==> config.mk <==
export PLATFORM = sky130hd
export DESIGN_NAME = charger_ctrl
export DESIGN_NICKNAME = d
export VERILOG_FILES = /design/src/rtl/charger_pkg.sv /design/src/rtl/charger_ctrl.sv
export SDC_FILE = /design/constraint.sdc
export NUM_CORES = 1
export LEC_CHECK = 0
export BUFFER_PORTS_ARGS = -buffer_cell sky130_fd_sc_hd__buf_2
export CORE_ASPECT_RATIO = 1.75
export CORE_UTILIZATION = 50
export CTS_BUF_LIST = sky130_fd_sc_hd__clkbuf_8
export DETAILED_ROUTE_END_ITERATION = 10
export GPL_TIMING_DRIVEN = 0
export PLACE_DENSITY = 0.75
export SLEW_MARGIN = 20
export SYNTH_ARGS = -nofsm -noshare
export SYNTH_HDL_FRONTEND = slang
export SYNTH_SLANG_ARGS = --single-unit
==> constraint.sdc <==
create_clock -name clk -period 4.16 [get_ports clk]
set_input_delay 0.832 -clock clk [delete_from_list [all_inputs] [get_ports clk]]
set_output_delay 0.832 -clock clk [all_outputs]
set_load 0.02 [all_outputs]
==> src/rtl/charger_pkg.sv <==
package charger_pkg;
    localparam int DATA_W = 8;
    localparam int ADDR_W = 4;

    localparam logic [ADDR_W-1:0] ADDR_ILIM = 4'h0;
    localparam logic [ADDR_W-1:0] ADDR_VLIM = 4'h1;
    localparam logic [ADDR_W-1:0] ADDR_CTRL = 4'h2;
    localparam logic [ADDR_W-1:0] ADDR_SWITCH = 4'h3;
    localparam logic [ADDR_W-1:0] ADDR_CHARGE_CURRENT_SETTING = 4'h4;
    localparam logic [ADDR_W-1:0] ADDR_VREG = 4'h5;
    localparam logic [ADDR_W-1:0] ADDR_ITERM = 4'h6;
    localparam logic [ADDR_W-1:0] ADDR_STATUS = 4'h8;
    localparam logic [ADDR_W-1:0] ADDR_STATUS2 = 4'h9;

    // current limits in 100 mA steps, voltages in 100 mV steps
    localparam logic [5:0] ILIM_SDP = 6'h05;
    localparam logic [5:0] ILIM_DCP = 6'h18;
    localparam logic [5:0] ILIM_DIV1 = 6'h15;
    localparam logic [5:0] ILIM_DIV2 = 6'h14;
    localparam logic [5:0] ILIM_DIV3 = 6'h0A;
    localparam logic [5:0] ILIM_DIV4 = 6'h18;
    localparam logic [5:0] ILIM_UNKNOWN = 6'h05;
    localparam logic [5:0] ILIM_SOFTSTART = 6'h02;
    localparam logic [5:0] ILIM_PFM_MIN = 6'h05;
    localparam logic [5:0] ILIM_RESET = 6'h05;
    localparam logic [5:0] VLIM_RESET = 6'h2D;
    localparam logic [7:0] CTRL_RESET = 8'h21;
    localparam logic [7:0] SWITCH_RESET = 8'h02;
    localparam logic [5:0] CHARGE_CURRENT_SETTING_RESET = 6'h20;
    localparam logic [7:0] VREG_RESET = 8'h0B;
    localparam logic [7:0] ITERM_RESET = 8'h33;

    localparam logic [2:0] SRC_NONE = 3'h0;
    localparam logic [2:0] SRC_SDP = 3'h1;
    localparam logic [2:0] SRC_DCP = 3'h3;
    localparam logic [2:0] SRC_DIVIDER = 3'h5;
    localparam logic [2:0] SRC_UNKNOWN = 3'h6;
    localparam logic [2:0] SRC_BOOST = 3'h7;

    localparam logic [1:0] LVL_1P2 = 2'h1;
    localparam logic [1:0] LVL_2P0 = 2'h2;
    localparam logic [1:0] LVL_2P7 = 2'h3;

    localparam logic [1:0] PHASE_OFF = 2'h0;
    localparam logic [1:0] PHASE_PRE = 2'h1;
    localparam logic [1:0] PHASE_FAST = 2'h2;
    localparam logic [1:0] PHASE_DONE = 2'h3;

    localparam longint CLK_HZ = 100_000_000;
    localparam longint BOOST_DELAY_MS = 30;
    localparam longint BOOST_DELAY_CYCLES = BOOST_DELAY_MS * CLK_HZ / 1000;
    localparam longint WDT_UNIT_S = 40;
    localparam longint WDT_UNIT_CYCLES = WDT_UNIT_S * CLK_HZ;
    localparam longint SAFETY_HOURS = 10;
    localparam longint SAFETY_CYCLES = SAFETY_HOURS * 3600 * CLK_HZ;

    typedef enum logic [1:0] {
        DET_IDLE = 2'b00,
        DET_STANDARD = 2'b01,
        DET_DIVIDER = 2'b11,
        DET_DONE = 2'b10
    } det_state_t;

    typedef enum logic [1:0] {
        CHG_OFF = 2'b00,
        CHG_PRE = 2'b01,
        CHG_FAST = 2'b11,
        CHG_DONE = 2'b10
    } chg_state_t;

    typedef struct packed {
        logic source_present;
        logic std_done;
        logic std_dcp;
        logic std_sdp;
        logic dcd_timeout;
        logic [1:0] dp_level;
        logic [1:0] dm_level;
        logic battery_adequate;
        logic input_sleep;
        logic boost_thermistor_ok;
        logic charge_thermistor_ok;
        logic sys_below_soft;
        logic battery_below_fast;
        logic current_below_term;
        logic above_recharge_low;
        logic above_recharge_high;
        logic regulation_active;
        logic [5:0] battery_voltage;
    } sense_t;
endpackage

==> src/rtl/charger_ctrl.sv <==
// The implementer's own choices: the register offsets and the address-and-strobe port.
module charger_ctrl
    import charger_pkg::*;
#(
    parameter logic [31:0] BOOST_DELAY_CYC = 32'(BOOST_DELAY_CYCLES),
    parameter logic [47:0] WDT_UNIT_CYC = 48'(WDT_UNIT_CYCLES),
    parameter logic [47:0] SAFETY_CYC = 48'(SAFETY_CYCLES)
) (
    input wire logic clk,
    input wire logic rstn,
    input wire logic clk_en,
    input wire logic [ADDR_W-1:0] addr,
    input wire logic [DATA_W-1:0] wdata,
    input wire logic wr,
    input wire logic rd,
    output logic [DATA_W-1:0] rdata,
    input wire sense_t sense,
    input wire logic charge_enable_pin_n,
    output logic [5:0] ilim_effective,
    output logic [5:0] vlim_effective,
    output logic converter_enable,
    output logic battery_switch_on,
    output logic pulse_mode_enable,
    output logic boost_active,
    output logic boost_current_high,
    output logic status_pin_drive,
    output logic int_pulse
);
    det_state_t det_state;
    chg_state_t chg_state;
    logic [5:0] input_current_limit;
    logic [5:0] input_voltage_limit;
    logic charge_enable_bit;
    logic light_load_pulse_mode_off;
    logic boost_enable_bit;
    logic boost_current_select;
    logic [1:0] watchdog_period;
    logic battery_switch_force_off;
    logic battery_switch_reset_enable;
    logic battery_switch_delay;
    logic recharge_threshold_select;
    logic [1:0] status_pin_mode;
    logic [1:0] vlimit_battery_offset;
    logic [5:0] charge_current_setting;
    logic [7:0] vreg_code;
    logic [7:0] iterm_code;
    logic [2:0] input_source_status;
    logic power_good;
    logic host_mode;
    logic safety_fault;
    logic [47:0] wdt_count;
    logic [47:0] safety_count;
    logic [31:0] boost_count;
    logic det_event;
    logic [5:0] det_limit;
    logic [2:0] det_source;
    logic wdt_expire;
    logic kick;
    logic charge_allowed;
    logic converter_on;
    logic can_start;
    logic terminate;
    logic above_recharge;
    logic boost_ok;
    logic [6:0] tracked;
    logic [5:0] next_vlim;
    logic [5:0] next_ilim;
    logic [1:0] charge_phase_status;

    wire write_ilim = wr && addr == ADDR_ILIM;
    wire write_vlim = wr && addr == ADDR_VLIM;
    wire write_ctrl = wr && addr == ADDR_CTRL;
    wire write_switch = wr && addr == ADDR_SWITCH;

    assign kick = write_ctrl && wdata[4];
    assign converter_on = det_state == DET_DONE && sense.source_present;
    assign charge_allowed = charge_enable_bit && !charge_enable_pin_n;
    // divider detection falls back to the unknown-adapter limit when no class matches
    always_comb begin
        det_event = 1'b0;
        det_limit = ILIM_UNKNOWN;
        det_source = SRC_UNKNOWN;
        if (det_state == DET_STANDARD && sense.std_done && !sense.dcd_timeout) begin
            det_event = 1'b1;
            if (sense.std_dcp) begin
                det_limit = ILIM_DCP;
                det_source = SRC_DCP;
            end else if (sense.std_sdp) begin
                det_limit = ILIM_SDP;
                det_source = SRC_SDP;
            end
        end else if (det_state == DET_DIVIDER) begin
            det_event = 1'b1;
            det_source = SRC_DIVIDER;
            if (sense.dp_level == LVL_2P7 && sense.dm_level == LVL_2P0) begin
                det_limit = ILIM_DIV1;
            end else if (sense.dp_level == LVL_1P2 && sense.dm_level == LVL_1P2) begin
                det_limit = ILIM_DIV2;
            end else if (sense.dp_level == LVL_2P0 && sense.dm_level == LVL_2P7) begin
                det_limit = ILIM_DIV3;
            end else if (sense.dp_level == LVL_2P7 && sense.dm_level == LVL_2P7) begin
                det_limit = ILIM_DIV4;
            end else begin
                det_limit = ILIM_UNKNOWN;
                det_source = SRC_UNKNOWN;
            end
        end
    end

    always_ff @(posedge clk or negedge rstn) begin
        if (!rstn) begin
            det_state <= DET_IDLE;
        end else if (clk_en) begin
            if (!sense.source_present) begin
                det_state <= DET_IDLE;
            end else begin
                case (det_state)
                    DET_IDLE: det_state <= DET_STANDARD;
                    DET_STANDARD: begin
                        if (sense.dcd_timeout) begin
                            det_state <= DET_DIVIDER;
                        end else if (det_event) begin
                            det_state <= DET_DONE;
                        end
                    end
                    DET_DIVIDER: det_state <= DET_DONE;
                    DET_DONE: det_state <= DET_DONE;
                    default: det_state <= DET_IDLE;
                endcase
            end
        end
    end

    always_ff @(posedge clk or negedge rstn) begin
        if (!rstn) begin
            input_source_status <= SRC_NONE;
            power_good <= 1'b0;
        end else if (clk_en) begin
            if (!sense.source_present) begin
                input_source_status <= boost_active ? SRC_BOOST : SRC_NONE;
                power_good <= 1'b0;
            end else if (det_event) begin
                input_source_status <= det_source;
                power_good <= 1'b1;
            end
        end
    end

    // watchdog: default mode after reset, kick enters host mode, period 00 never expires
    assign wdt_expire = host_mode && watchdog_period != 2'b00 && !kick
        && wdt_count >= 48'(watchdog_period) * WDT_UNIT_CYC;
    always_ff @(posedge clk or negedge rstn) begin
        if (!rstn) begin
            host_mode <= 1'b0;
            wdt_count <= '0;
        end else if (clk_en) begin
            if (kick) begin
                host_mode <= 1'b1;
                wdt_count <= '0;
            end else if (wdt_expire) begin
                host_mode <= 1'b0;
                wdt_count <= '0;
            end else if (host_mode && watchdog_period != 2'b00) begin
                wdt_count <= wdt_count + 48'h1;
            end
        end
    end

    // limits and battery switch settings survive a watchdog expiry
    always_ff @(posedge clk or negedge rstn) begin
        if (!rstn) begin
            input_current_limit <= ILIM_RESET;
            input_voltage_limit <= VLIM_RESET;
            battery_switch_force_off <= SWITCH_RESET[0];
            battery_switch_reset_enable <= SWITCH_RESET[1];
            battery_switch_delay <= SWITCH_RESET[2];
        end else if (clk_en) begin
            if (det_event) begin
                input_current_limit <= det_limit;
            end else if (write_ilim) begin
                input_current_limit <= wdata[5:0];
            end
            if (write_vlim) begin
                input_voltage_limit <= wdata[5:0];
            end
            if (write_switch) begin
                battery_switch_force_off <= wdata[0];
                battery_switch_reset_enable <= wdata[1];
                battery_switch_delay <= wdata[2];
            end
        end
    end

    always_ff @(posedge clk or negedge rstn) begin
        if (!rstn) begin
            charge_enable_bit <= CTRL_RESET[0];
            light_load_pulse_mode_off <= CTRL_RESET[1];
            boost_enable_bit <= CTRL_RESET[2];
            boost_current_select <= CTRL_RESET[3];
            watchdog_period <= CTRL_RESET[6:5];
            recharge_threshold_select <= SWITCH_RESET[3];
            status_pin_mode <= SWITCH_RESET[5:4];
            vlimit_battery_offset <= SWITCH_RESET[7:6];
            charge_current_setting <= CHARGE_CURRENT_SETTING_RESET;
            vreg_code <= VREG_RESET;
            iterm_code <= ITERM_RESET;
        end else if (clk_en) begin
            if (wdt_expire) begin
                charge_enable_bit <= CTRL_RESET[0];
                light_load_pulse_mode_off <= CTRL_RESET[1];
                boost_enable_bit <= CTRL_RESET[2];
                boost_current_select <= CTRL_RESET[3];
                watchdog_period <= CTRL_RESET[6:5];
                recharge_threshold_select <= SWITCH_RESET[3];
                status_pin_mode <= SWITCH_RESET[5:4];
                vlimit_battery_offset <= SWITCH_RESET[7:6];
                charge_current_setting <= CHARGE_CURRENT_SETTING_RESET;
                vreg_code <= VREG_RESET;
                iterm_code <= ITERM_RESET;
            end else begin
                if (write_ctrl) begin
                    charge_enable_bit <= wdata[0];
                    light_load_pulse_mode_off <= wdata[1];
                    boost_enable_bit <= wdata[2];
                    boost_current_select <= wdata[3];
                    watchdog_period <= wdata[6:5];
                end
                if (write_switch) begin
                    recharge_threshold_select <= wdata[3];
                    status_pin_mode <= wdata[5:4];
                    vlimit_battery_offset <= wdata[7:6];
                end
                if (wr && addr == ADDR_CHARGE_CURRENT_SETTING) begin
                    charge_current_setting <= wdata[5:0];
                end
                if (wr && addr == ADDR_VREG) begin
                    vreg_code <= wdata;
                end
                if (wr && addr == ADDR_ITERM) begin
                    iterm_code <= wdata;
                end
            end
        end
    end

    // offset codes 01..11 add 200, 300, 400 mV
    assign tracked = {1'b0, sense.battery_voltage} + {5'h00, vlimit_battery_offset} + 7'h01;
    always_comb begin
        next_vlim = input_voltage_limit;
        if (vlimit_battery_offset != 2'b00 && tracked > {1'b0, input_voltage_limit}) begin
            next_vlim = tracked[6] ? 6'h3F : tracked[5:0];
        end
        next_ilim = input_current_limit;
        if (sense.sys_below_soft && input_current_limit > ILIM_SOFTSTART) begin
            next_ilim = ILIM_SOFTSTART;
        end
    end

    // boost qualification delay restarts whenever the enable bit drops
    always_ff @(posedge clk or negedge rstn) begin
        if (!rstn) begin
            boost_count <= '0;
        end else if (clk_en) begin
            if (!boost_enable_bit) begin
                boost_count <= '0;
            end else if (boost_count < BOOST_DELAY_CYC) begin
                boost_count <= boost_count + 32'h1;
            end
        end
    end
    assign boost_ok = sense.battery_adequate && sense.input_sleep && boost_enable_bit
        && sense.boost_thermistor_ok && boost_count >= BOOST_DELAY_CYC;

    assign above_recharge = recharge_threshold_select ? sense.above_recharge_high
        : sense.above_recharge_low;
    assign can_start = converter_on && charge_allowed && charge_current_setting != 6'h00
        && sense.charge_thermistor_ok && !safety_fault && !battery_switch_force_off;
    assign terminate = sense.current_below_term && above_recharge
        && !sense.regulation_active;

    always_ff @(posedge clk or negedge rstn) begin
        if (!rstn) begin
            chg_state <= CHG_OFF;
        end else if (clk_en) begin
            case (chg_state)
                CHG_OFF: begin
                    if (can_start) begin
                        chg_state <= sense.battery_below_fast ? CHG_PRE : CHG_FAST;
                    end
                end
                CHG_PRE: begin
                    if (!can_start) begin
                        chg_state <= CHG_OFF;
                    end else if (!sense.battery_below_fast) begin
                        chg_state <= CHG_FAST;
                    end
                end
                CHG_FAST: begin
                    if (!can_start) begin
                        chg_state <= CHG_OFF;
                    end else if (terminate) begin
                        chg_state <= CHG_DONE;
                    end
                end
                CHG_DONE: begin
                    if (!charge_allowed || !converter_on) begin
                        chg_state <= CHG_OFF;
                    end else if (!above_recharge) begin
                        chg_state <= CHG_OFF;
                    end
                end
                default: chg_state <= CHG_OFF;
            endcase
        end
    end

    always_comb begin
        case (chg_state)
            CHG_PRE: charge_phase_status = PHASE_PRE;
            CHG_FAST: charge_phase_status = PHASE_FAST;
            CHG_DONE: charge_phase_status = PHASE_DONE;
            default: charge_phase_status = PHASE_OFF;
        endcase
    end

    // safety fault is cleared only by taking charge enable away, so a retry needs a toggle
    always_ff @(posedge clk or negedge rstn) begin
        if (!rstn) begin
            safety_count <= '0;
            safety_fault <= 1'b0;
        end else if (clk_en) begin
            if (chg_state == CHG_PRE || chg_state == CHG_FAST) begin
                safety_count <= safety_count + 48'h1;
            end else begin
                safety_count <= '0;
            end
            if ((chg_state == CHG_PRE || chg_state == CHG_FAST)
                && safety_count >= SAFETY_CYC - 48'h1) begin
                safety_fault <= 1'b1;
            end else if (!charge_allowed) begin
                safety_fault <= 1'b0;
            end
        end
    end

    always_ff @(posedge clk or negedge rstn) begin
        if (!rstn) begin
            ilim_effective <= ILIM_RESET;
            vlim_effective <= VLIM_RESET;
            converter_enable <= 1'b0;
            battery_switch_on <= 1'b1;
            pulse_mode_enable <= 1'b0;
            boost_active <= 1'b0;
            boost_current_high <= 1'b0;
            status_pin_drive <= 1'b0;
            int_pulse <= 1'b0;
        end else if (clk_en) begin
            ilim_effective <= next_ilim;
            vlim_effective <= next_vlim;
            converter_enable <= converter_on;
            battery_switch_on <= !battery_switch_force_off
                && (!converter_on || (charge_allowed && chg_state != CHG_DONE));
            pulse_mode_enable <= input_current_limit >= ILIM_PFM_MIN
                && !light_load_pulse_mode_off;
            boost_active <= boost_ok && !sense.source_present;
            boost_current_high <= boost_current_select;
            status_pin_drive <= status_pin_mode != 2'b11
                && (chg_state == CHG_PRE || chg_state == CHG_FAST);
            int_pulse <= det_event || (chg_state == CHG_FAST && can_start && terminate);
        end
    end

    always_ff @(posedge clk or negedge rstn) begin
        if (!rstn) begin
            rdata <= '0;
        end else if (clk_en) begin
            if (rd) begin
                case (addr)
                    ADDR_ILIM: rdata <= {2'b00, input_current_limit};
                    ADDR_VLIM: rdata <= {2'b00, input_voltage_limit};
                    ADDR_CTRL: rdata <= {1'b0, watchdog_period, 1'b0, boost_current_select,
                        boost_enable_bit, light_load_pulse_mode_off, charge_enable_bit};
                    ADDR_SWITCH: rdata <= {vlimit_battery_offset, status_pin_mode,
                        recharge_threshold_select, battery_switch_delay,
                        battery_switch_reset_enable, battery_switch_force_off};
                    ADDR_CHARGE_CURRENT_SETTING: rdata <= {2'b00, charge_current_setting};
                    ADDR_VREG: rdata <= vreg_code;
                    ADDR_ITERM: rdata <= iterm_code;
                    ADDR_STATUS: rdata <= {boost_active, !host_mode, power_good,
                        charge_phase_status, boost_active ? SRC_BOOST : input_source_status};
                    ADDR_STATUS2: rdata <= {3'b000, pulse_mode_enable, sense.sys_below_soft,
                        battery_switch_on, converter_enable, safety_fault};
                    default: rdata <= '0;
                endcase
            end else begin
                rdata <= '0;
            end
        end
    end
endmodule

# ---- Yosys cells after proc, flatten, opt, wreduce, memory -nomap -nowiden
# Cells that the tools add are included.
dict set report totals {
  n_memories 0
  ff_bits 213
  wordCells 240
  rom_bits 0
  ramBits 0
  out_inout_bits 27
  latch_bits 0
  inputBits 43
}
dict set report classes {
  n_div 0
  n_mul 1
  magnitude_cmp 7
  eq_ne 30
  n_addsub 5
  mux 77
  shift 0
  bitwise 0
  n_reduce_logical 85
}
# operator n
set op_table {}
lappend op_table {{two-way mux 48 bit} 4}
lappend op_table {{adder 48 x 1 -> 48 bit, second input constant} 2}
lappend op_table {{one-hot mux 8 bit (9 select lines)} 1}
lappend op_table {{two-way mux 32 bit} 2}
lappend op_table {{>= comparator 48 x 34 -> 1 bit} 1}
lappend op_table {{>= comparator 48 x 42 -> 1 bit, second input constant} 1}
lappend op_table {{two-way mux 2 bit} 22}
lappend op_table {{two-way mux 6 bit} 7}
lappend op_table {{logical AND 1 bit} 40}
lappend op_table {{two-way mux 8 bit} 5}
lappend op_table {{two-way mux 5 bit} 7}
lappend op_table {{adder 32 x 1 -> 32 bit, second input constant} 1}
lappend op_table {{>= comparator 32 x 22 -> 1 bit, second input constant} 1}
lappend op_table {{less-than comparator 32 x 22 -> 1 bit, second input constant} 1}
lappend op_table {{AND reduction 2 bit} 14}
lappend op_table {{multiplier 2 x 21 -> 23 bit, second input constant} 1}
lappend op_table {{two-way mux 3 bit} 7}
lappend op_table {{two-way mux 1 bit} 19}
lappend op_table {{nonzero test 2 bit} 9}
lappend op_table {{equality test 2 bit, second input constant} 8}
lappend op_table {{equality test 4 x 3 -> 1 bit, second input constant} 3}
lappend op_table {{one-hot mux 2 bit (3 select lines)} 2}
lappend op_table {{zero test 1 bit} 11}
lappend op_table {{inequality test 3 bit, second input constant} 3}
lappend op_table {{other kinds (20)} 33}

# ---- Logic depth before layout (Yosys ltp)
dict set report logic_depth {
  ltp_word 10
  mapped_depth 13
  depth_no_buf 13
}

# ---- Least setup slack after synthesis
# OpenSTA, ideal clock, no wires.
dict set report synth_timing {
  kind {input to register}
  start {in sense[0] (netlist name)}
  end {reg vlim_effective[4]}
  arrival_time_ns 3.103
  slack_ns 0.937
  setup_time_ns 0.120
  required_time_ns 4.040
  stages 13
  path_buffers 0
  cell_sequence {inv_1 -> ha_1 -> fa_1 -> nor2b_1 -> nand2_1 -> xnor2_1 -> ha_1 -> nand2_1 -> o21bai_1 -> a21o_1 -> or3b_2 -> o22ai_1 -> nor2_1}
}
dict set report synth_between {
  elab_chain_len 5
  elab_cells_between_ends 6
  classes_between {add/sub (2); order compare (1); mux (2); reduce/logical (1)}
}
# element line_no
set synth_lines {}
lappend synth_lines {{from (decl)} charger_ctrl.sv:17} ;# input wire sense_t sense,
lappend synth_lines {{adder 6 x 2 -> 7 bit (*)} charger_ctrl.sv:247} ;# assign tracked = {1'b0, sense.battery_voltage} + {5'h00, vlimit_battery_offset} + 7'h01;
lappend synth_lines {{adder 7 x 1 -> 7 bit (*)} charger_ctrl.sv:247}
lappend synth_lines {{> comparator 7 x 6 -> 1 bit} charger_ctrl.sv:250} ;# if (vlimit_battery_offset != 2'b00 && tracked > {1'b0, input_voltage_limit}) begin
lappend synth_lines {{logical AND 1 bit} charger_ctrl.sv:250}
lappend synth_lines {{two-way mux 6 bit (*)} charger_ctrl.sv:250}
lappend synth_lines {{to (signal assigned)} charger_ctrl.sv:359} ;# vlim_effective <= next_vlim;
lappend synth_lines {{to (decl)} charger_ctrl.sv:20} ;# output logic [5:0] vlim_effective,
# Mark *: on every way between the ends. The rest lies on a longest branch, timed or not.
# A chain may end at the register's enable or synchronous reset.

# ---- Worst setup path after layout
dict set report layout_timing {
  start {reg watchdog_period[0]}
  end {reg recharge_threshold_select}
}
dict set report layout_between {
  elab_chain_len 6
  elab_cells_between_ends 9
  classes_between {mul (1); order compare (1); mux (1); reduce/logical (6)}
}
# element line_no
set layout_lines {}
lappend layout_lines {{from (decl)} charger_ctrl.sv:37} ;# logic [1:0] watchdog_period;
lappend layout_lines {{from (signal assigned)} charger_ctrl.sv:200} ;# watchdog_period <= CTRL_RESET[6:5];
lappend layout_lines {{from (signal assigned)} charger_ctrl.sv:213} ;# watchdog_period <= CTRL_RESET[6:5];
lappend layout_lines {{from (signal assigned)} charger_ctrl.sv:226} ;# watchdog_period <= wdata[6:5];
lappend layout_lines {{parallel branches: the longest is 3 deep, another holds >= comparator 48 x 34 -> 1 bit} n/a}
lappend layout_lines {{logical AND 1 bit (*)} charger_ctrl.sv:151} ;# && wdt_count >= 48'(watchdog_period) * WDT_UNIT_CYC;
lappend layout_lines {{nonzero test 2 bit (no source line)} n/a}
lappend layout_lines {{AND reduction 2 bit (no source line)} n/a}
lappend layout_lines {{to (signal assigned)} charger_ctrl.sv:201} ;# recharge_threshold_select <= SWITCH_RESET[3];
lappend layout_lines {{to (signal assigned)} charger_ctrl.sv:214} ;# recharge_threshold_select <= SWITCH_RESET[3];
lappend layout_lines {{to (signal assigned)} charger_ctrl.sv:229} ;# recharge_threshold_select <= wdata[3];
lappend layout_lines {{to (decl)} charger_ctrl.sv:41} ;# logic recharge_threshold_select;
# Every way passes the cells marked *.

==> impl_metrics.json <==
{
  "ys.flop_type": "dfrtp_1",
  "pre_cts_ws_ns": -0.136,
  "rr_startpoint": "watchdog_period[0]$_DFFE_PN1P_",
  "dp_cells": 1582,
  "cp.arrival_ns": 4.40,
  "clkTransAtPathRegs_ns": 0.08,
  "routed_wl_mm": 29.1,
  "slowest_delay_ns": 0.64,
  "cts_sinks": 213,
  "yosysTopAreaCell": "dfrtp_1",
  "worst_path_max_delay_cell": "dfstp_2",
  "route.detailed.drc": 0,
  "core_um2": 22700,
  "syn_area_per_cell_um2": 9.47,
  "rrSetupSlack_ns": 0.23,
  "clockBufferDepth": 3,
  "n_antenna_cell": 0,
  "synth_area_um2": 11500,
  "yosys_register_bits": 213,
  "yosysWarnings": 0,
  "fin_crit_sh": 0.945,
  "area_growth_syn_to_layout_pct": 13.1,
  "numCtsBuffers": 31,
  "grt_max_degree": 92,
  "routabilityCongestion": 1.01,
  "synthCells": 1215,
  "insertion_delay_ns": 0.60,
  "grt_overflow": 0,
  "dp_hpwl_mm": 21.3,
  "setup_viol": 0,
  "endpoint_kind": "flip-flop",
  "power.density_nw_per_um2": 451,
  "layout.cells.non_filler": 1640,
  "ir_worst_vdd_uv": 334,
  "worstSetupStartpointType": "flip-flop",
  "synth_cell_types": 76,
  "min_path_type": "in2async",
  "maxClockFrequency_mhz": 254,
  "antenna_left": 0,
  "yosys-top-cells-count": "dfrtp_1 (189), nor2_1 (166), nand2_1 (101)",
  "slew_viol_final": 0,
  "ys_seq_area_frac": 0.466,
  "grt_setup_unrepaired": "false",
  "crit_start": "watchdog_period[0]$_DFFE_PN1P_",
  "drt_iter0_drc": 662,
  "die_width_um": 117,
  "nNetsFinal": 1404,
  "viasPerCell": 5.86,
  "antenna_found_initial": 1,
  "syn_nets": 1303,
  "critPathRequiredTime_ns": 4.63,
  "die_h_um": 203,
  "slew_headroom": 0.267,
  "dieArea_um2": 23600,
  "cpMostUsedCell": "ha_1",
  "synth_edf_count": 0,
  "drv_cap": 0,
  "clock-root-buffer": "clkbuf_8",
  "gr-usage-all-layers": 0.262,
  "path_buf_inv": 2,
  "wire_per_inst_um": 17.8,
  "cts_tree": "yes",
  "num_rows": 73,
  "post_cts_buffers": 0,
  "grt_pass1_wl_mm": 49.2,
  "synthTopCellsByArea": "dfrtp_1 (41%), dfstp_2 (5.5%), nor2_1 (5.4%), ha_1 (4.8%), xor2_1 (4.6%)",
  "vias": 9613,
  "cp_cell_sequence": "inv_1 -> ha_1 -> ha_1 -> and4_1 -> nand4_1 -> nor3_1 -> o2111ai_1 -> and3_1 -> clkbuf_1 -> a21boi_1 -> nor2b_1 -> a22o_1",
  "cts_hold_buf": 0,
  "cp_top_family": "simple AND/OR/NAND/NOR gates",
  "synthArstFlopShare": 1.00,
  "path_class": "reg2reg",
  "finalHoldViolCount": 0,
  "setup_slack_ns": 0.229,
  "status": "finished, final reports clean",
  "htreeDepth": 1,
  "portBuffers": 65,
  "grt_pass1_vias": 9997,
  "fin_skew_ns": 0.0239,
  "pin_count": 70,
  "power_leakage_nw": 5.96,
  "synth_top_cell_area_share": 0.411,
  "yosysMostFrequentCell": "dfrtp_1",
  "cp_max_fo": 8,
  "min_period_ns": 3.93,
  "n_fill_cell": 2098,
  "first_pass_iters": 5,
  "start_util": 0.508,
  "tightestPinTransition_ns": 1.10,
  "drive_above_1_share": 0.137
}
-- per-stage QoR --
stage | TNS, ns | utilization | power (mW) | hold WS, ns | instance area, um2
6_report | 0 | 0.575 | 5.87 | 0.112 | 13000
5_1_grt | 0 | 0.575 | 6.17 | 0.117 | 13000
4_1_cts | 0 | 0.574 | 5.90 | 0.0896 | 13000
3_5_place_dp | -3.91 | 0.542 | 3.97 | 0.464 | 12300
3_3_place_gp | -261.40 | 0.539 | 3.92 | 0.458 | 12200
2_1_floorplan | 0 | - | 3.50 | 0.454 | 11500
-- cell type report --
cell class,instances,area [um2],area share
multi-input combinational,915,5830,0.448
sequential,213,5360,0.412
clock buffer,40,551,0.0423
timing repair buffer,68,395,0.0304
tap,300,375,0.0288
inverter,51,191,0.0147
clock inverter,17,163,0.0125
buffer,36,146,0.0112
-- registers in the layout, summed over array words and instances (netlist names), 8 cells and up --
signal and flops:
iterm_code 8, vreg_code 8, rdata 8, boost_count 32
safety_count 48, wdt_count 48
-- power by group --
group	internal, mW	total, mW	leakage (nW)	switching (mW)
registers	2.39	2.67	2.82	0.274
logic	0.505	1.29	2.76	0.781
clock network	1.05	1.91	0.379	0.859
-- layout by cell type, fill, tap and decap left out, types with 5 or more instances in the layout --
cell	n
a31oi_1	12
buf_1	6
or3_1	10
clkbuf_1	26
a221oi_1	6
clkbuf_8	40
a21oi_1	52
nand4_1	33
and3_1	24
xnor2_1	33
dfrtp_1	189
and2_1	16
buf_2	67
o22ai_1	9
mux2_2	14
clkinv_2	7
o31ai_1	8
nor2b_1	15
mux2i_1	5
nand2b_1	10
nor4_1	15
nand3_1	60
dfstp_2	24
nor2_1	166
xor2_1	61
ha_1	44
and4_1	10
nand2_1	101
a22o_1	35
a22oi_1	8
inv_1	54
nor3_1	28
o21ai_0	50
a21o_1	6
nand3b_1	6
-- worst paths after layout --
path / end / depth (start not counted)
max: recharge_threshold_select$_DFFE_PN0P_ / 12
min: light_load_pulse_mode_off$_DFFE_PN0P_ / 1
max reg2reg: recharge_threshold_select$_DFFE_PN0P_ / 12
min reg2reg: ilim_effective[2]$_DFFE_PN1P_ / 2
max in group asynchronous: vreg_code[0]$_DFFE_PN1P_ / 2
min in group clk: ilim_effective[2]$_DFFE_PN1P_ / 2
-- worst reg2reg max path, stage by stage (launching register included) --
cell	delay [ns]
dfstp_2	0.64
inv_1	0.22
ha_1	0.31
ha_1	0.32
and4_1	0.22
nand4_1	0.12
nor3_1	0.35
o2111ai_1	0.16
and3_1	0.21
clkbuf_1	0.17
a21boi_1	0.50
nor2b_1	0.29
a22o_1	0.29
-- logic make-up (layout without fill, tap and decap cells) --
group | after synthesis | in the layout | synth area share
fa+ha+maj | 46 | 46 | 0.0505
compound gates | 235 | 235 | 0.138
buf+inv | 87 | 212 | 0.0294
xor+xnor | 94 | 94 | 0.0716
simple gates | 520 | 520 | 0.225
flops | 213 | 213 | 0.466
mux | 20 | 20 | 0.0200
-- metal layers --
metal	up-vias	routed length [um]	global-route usage
met3	114	1370	0.0313
li1	4543	-	-
met5	-	0	0
met2	298	14800	0.455
met4	0	1660	0.148
met1	4658	11300	0.308
-- repair_timing --
item,in CTS,in global routing
endpoints found under the hold margin,0,0
resized for setup,1,2
endpoints found under the setup margin,40,65
No activity file was read; power rests on OpenSTA's default activity.
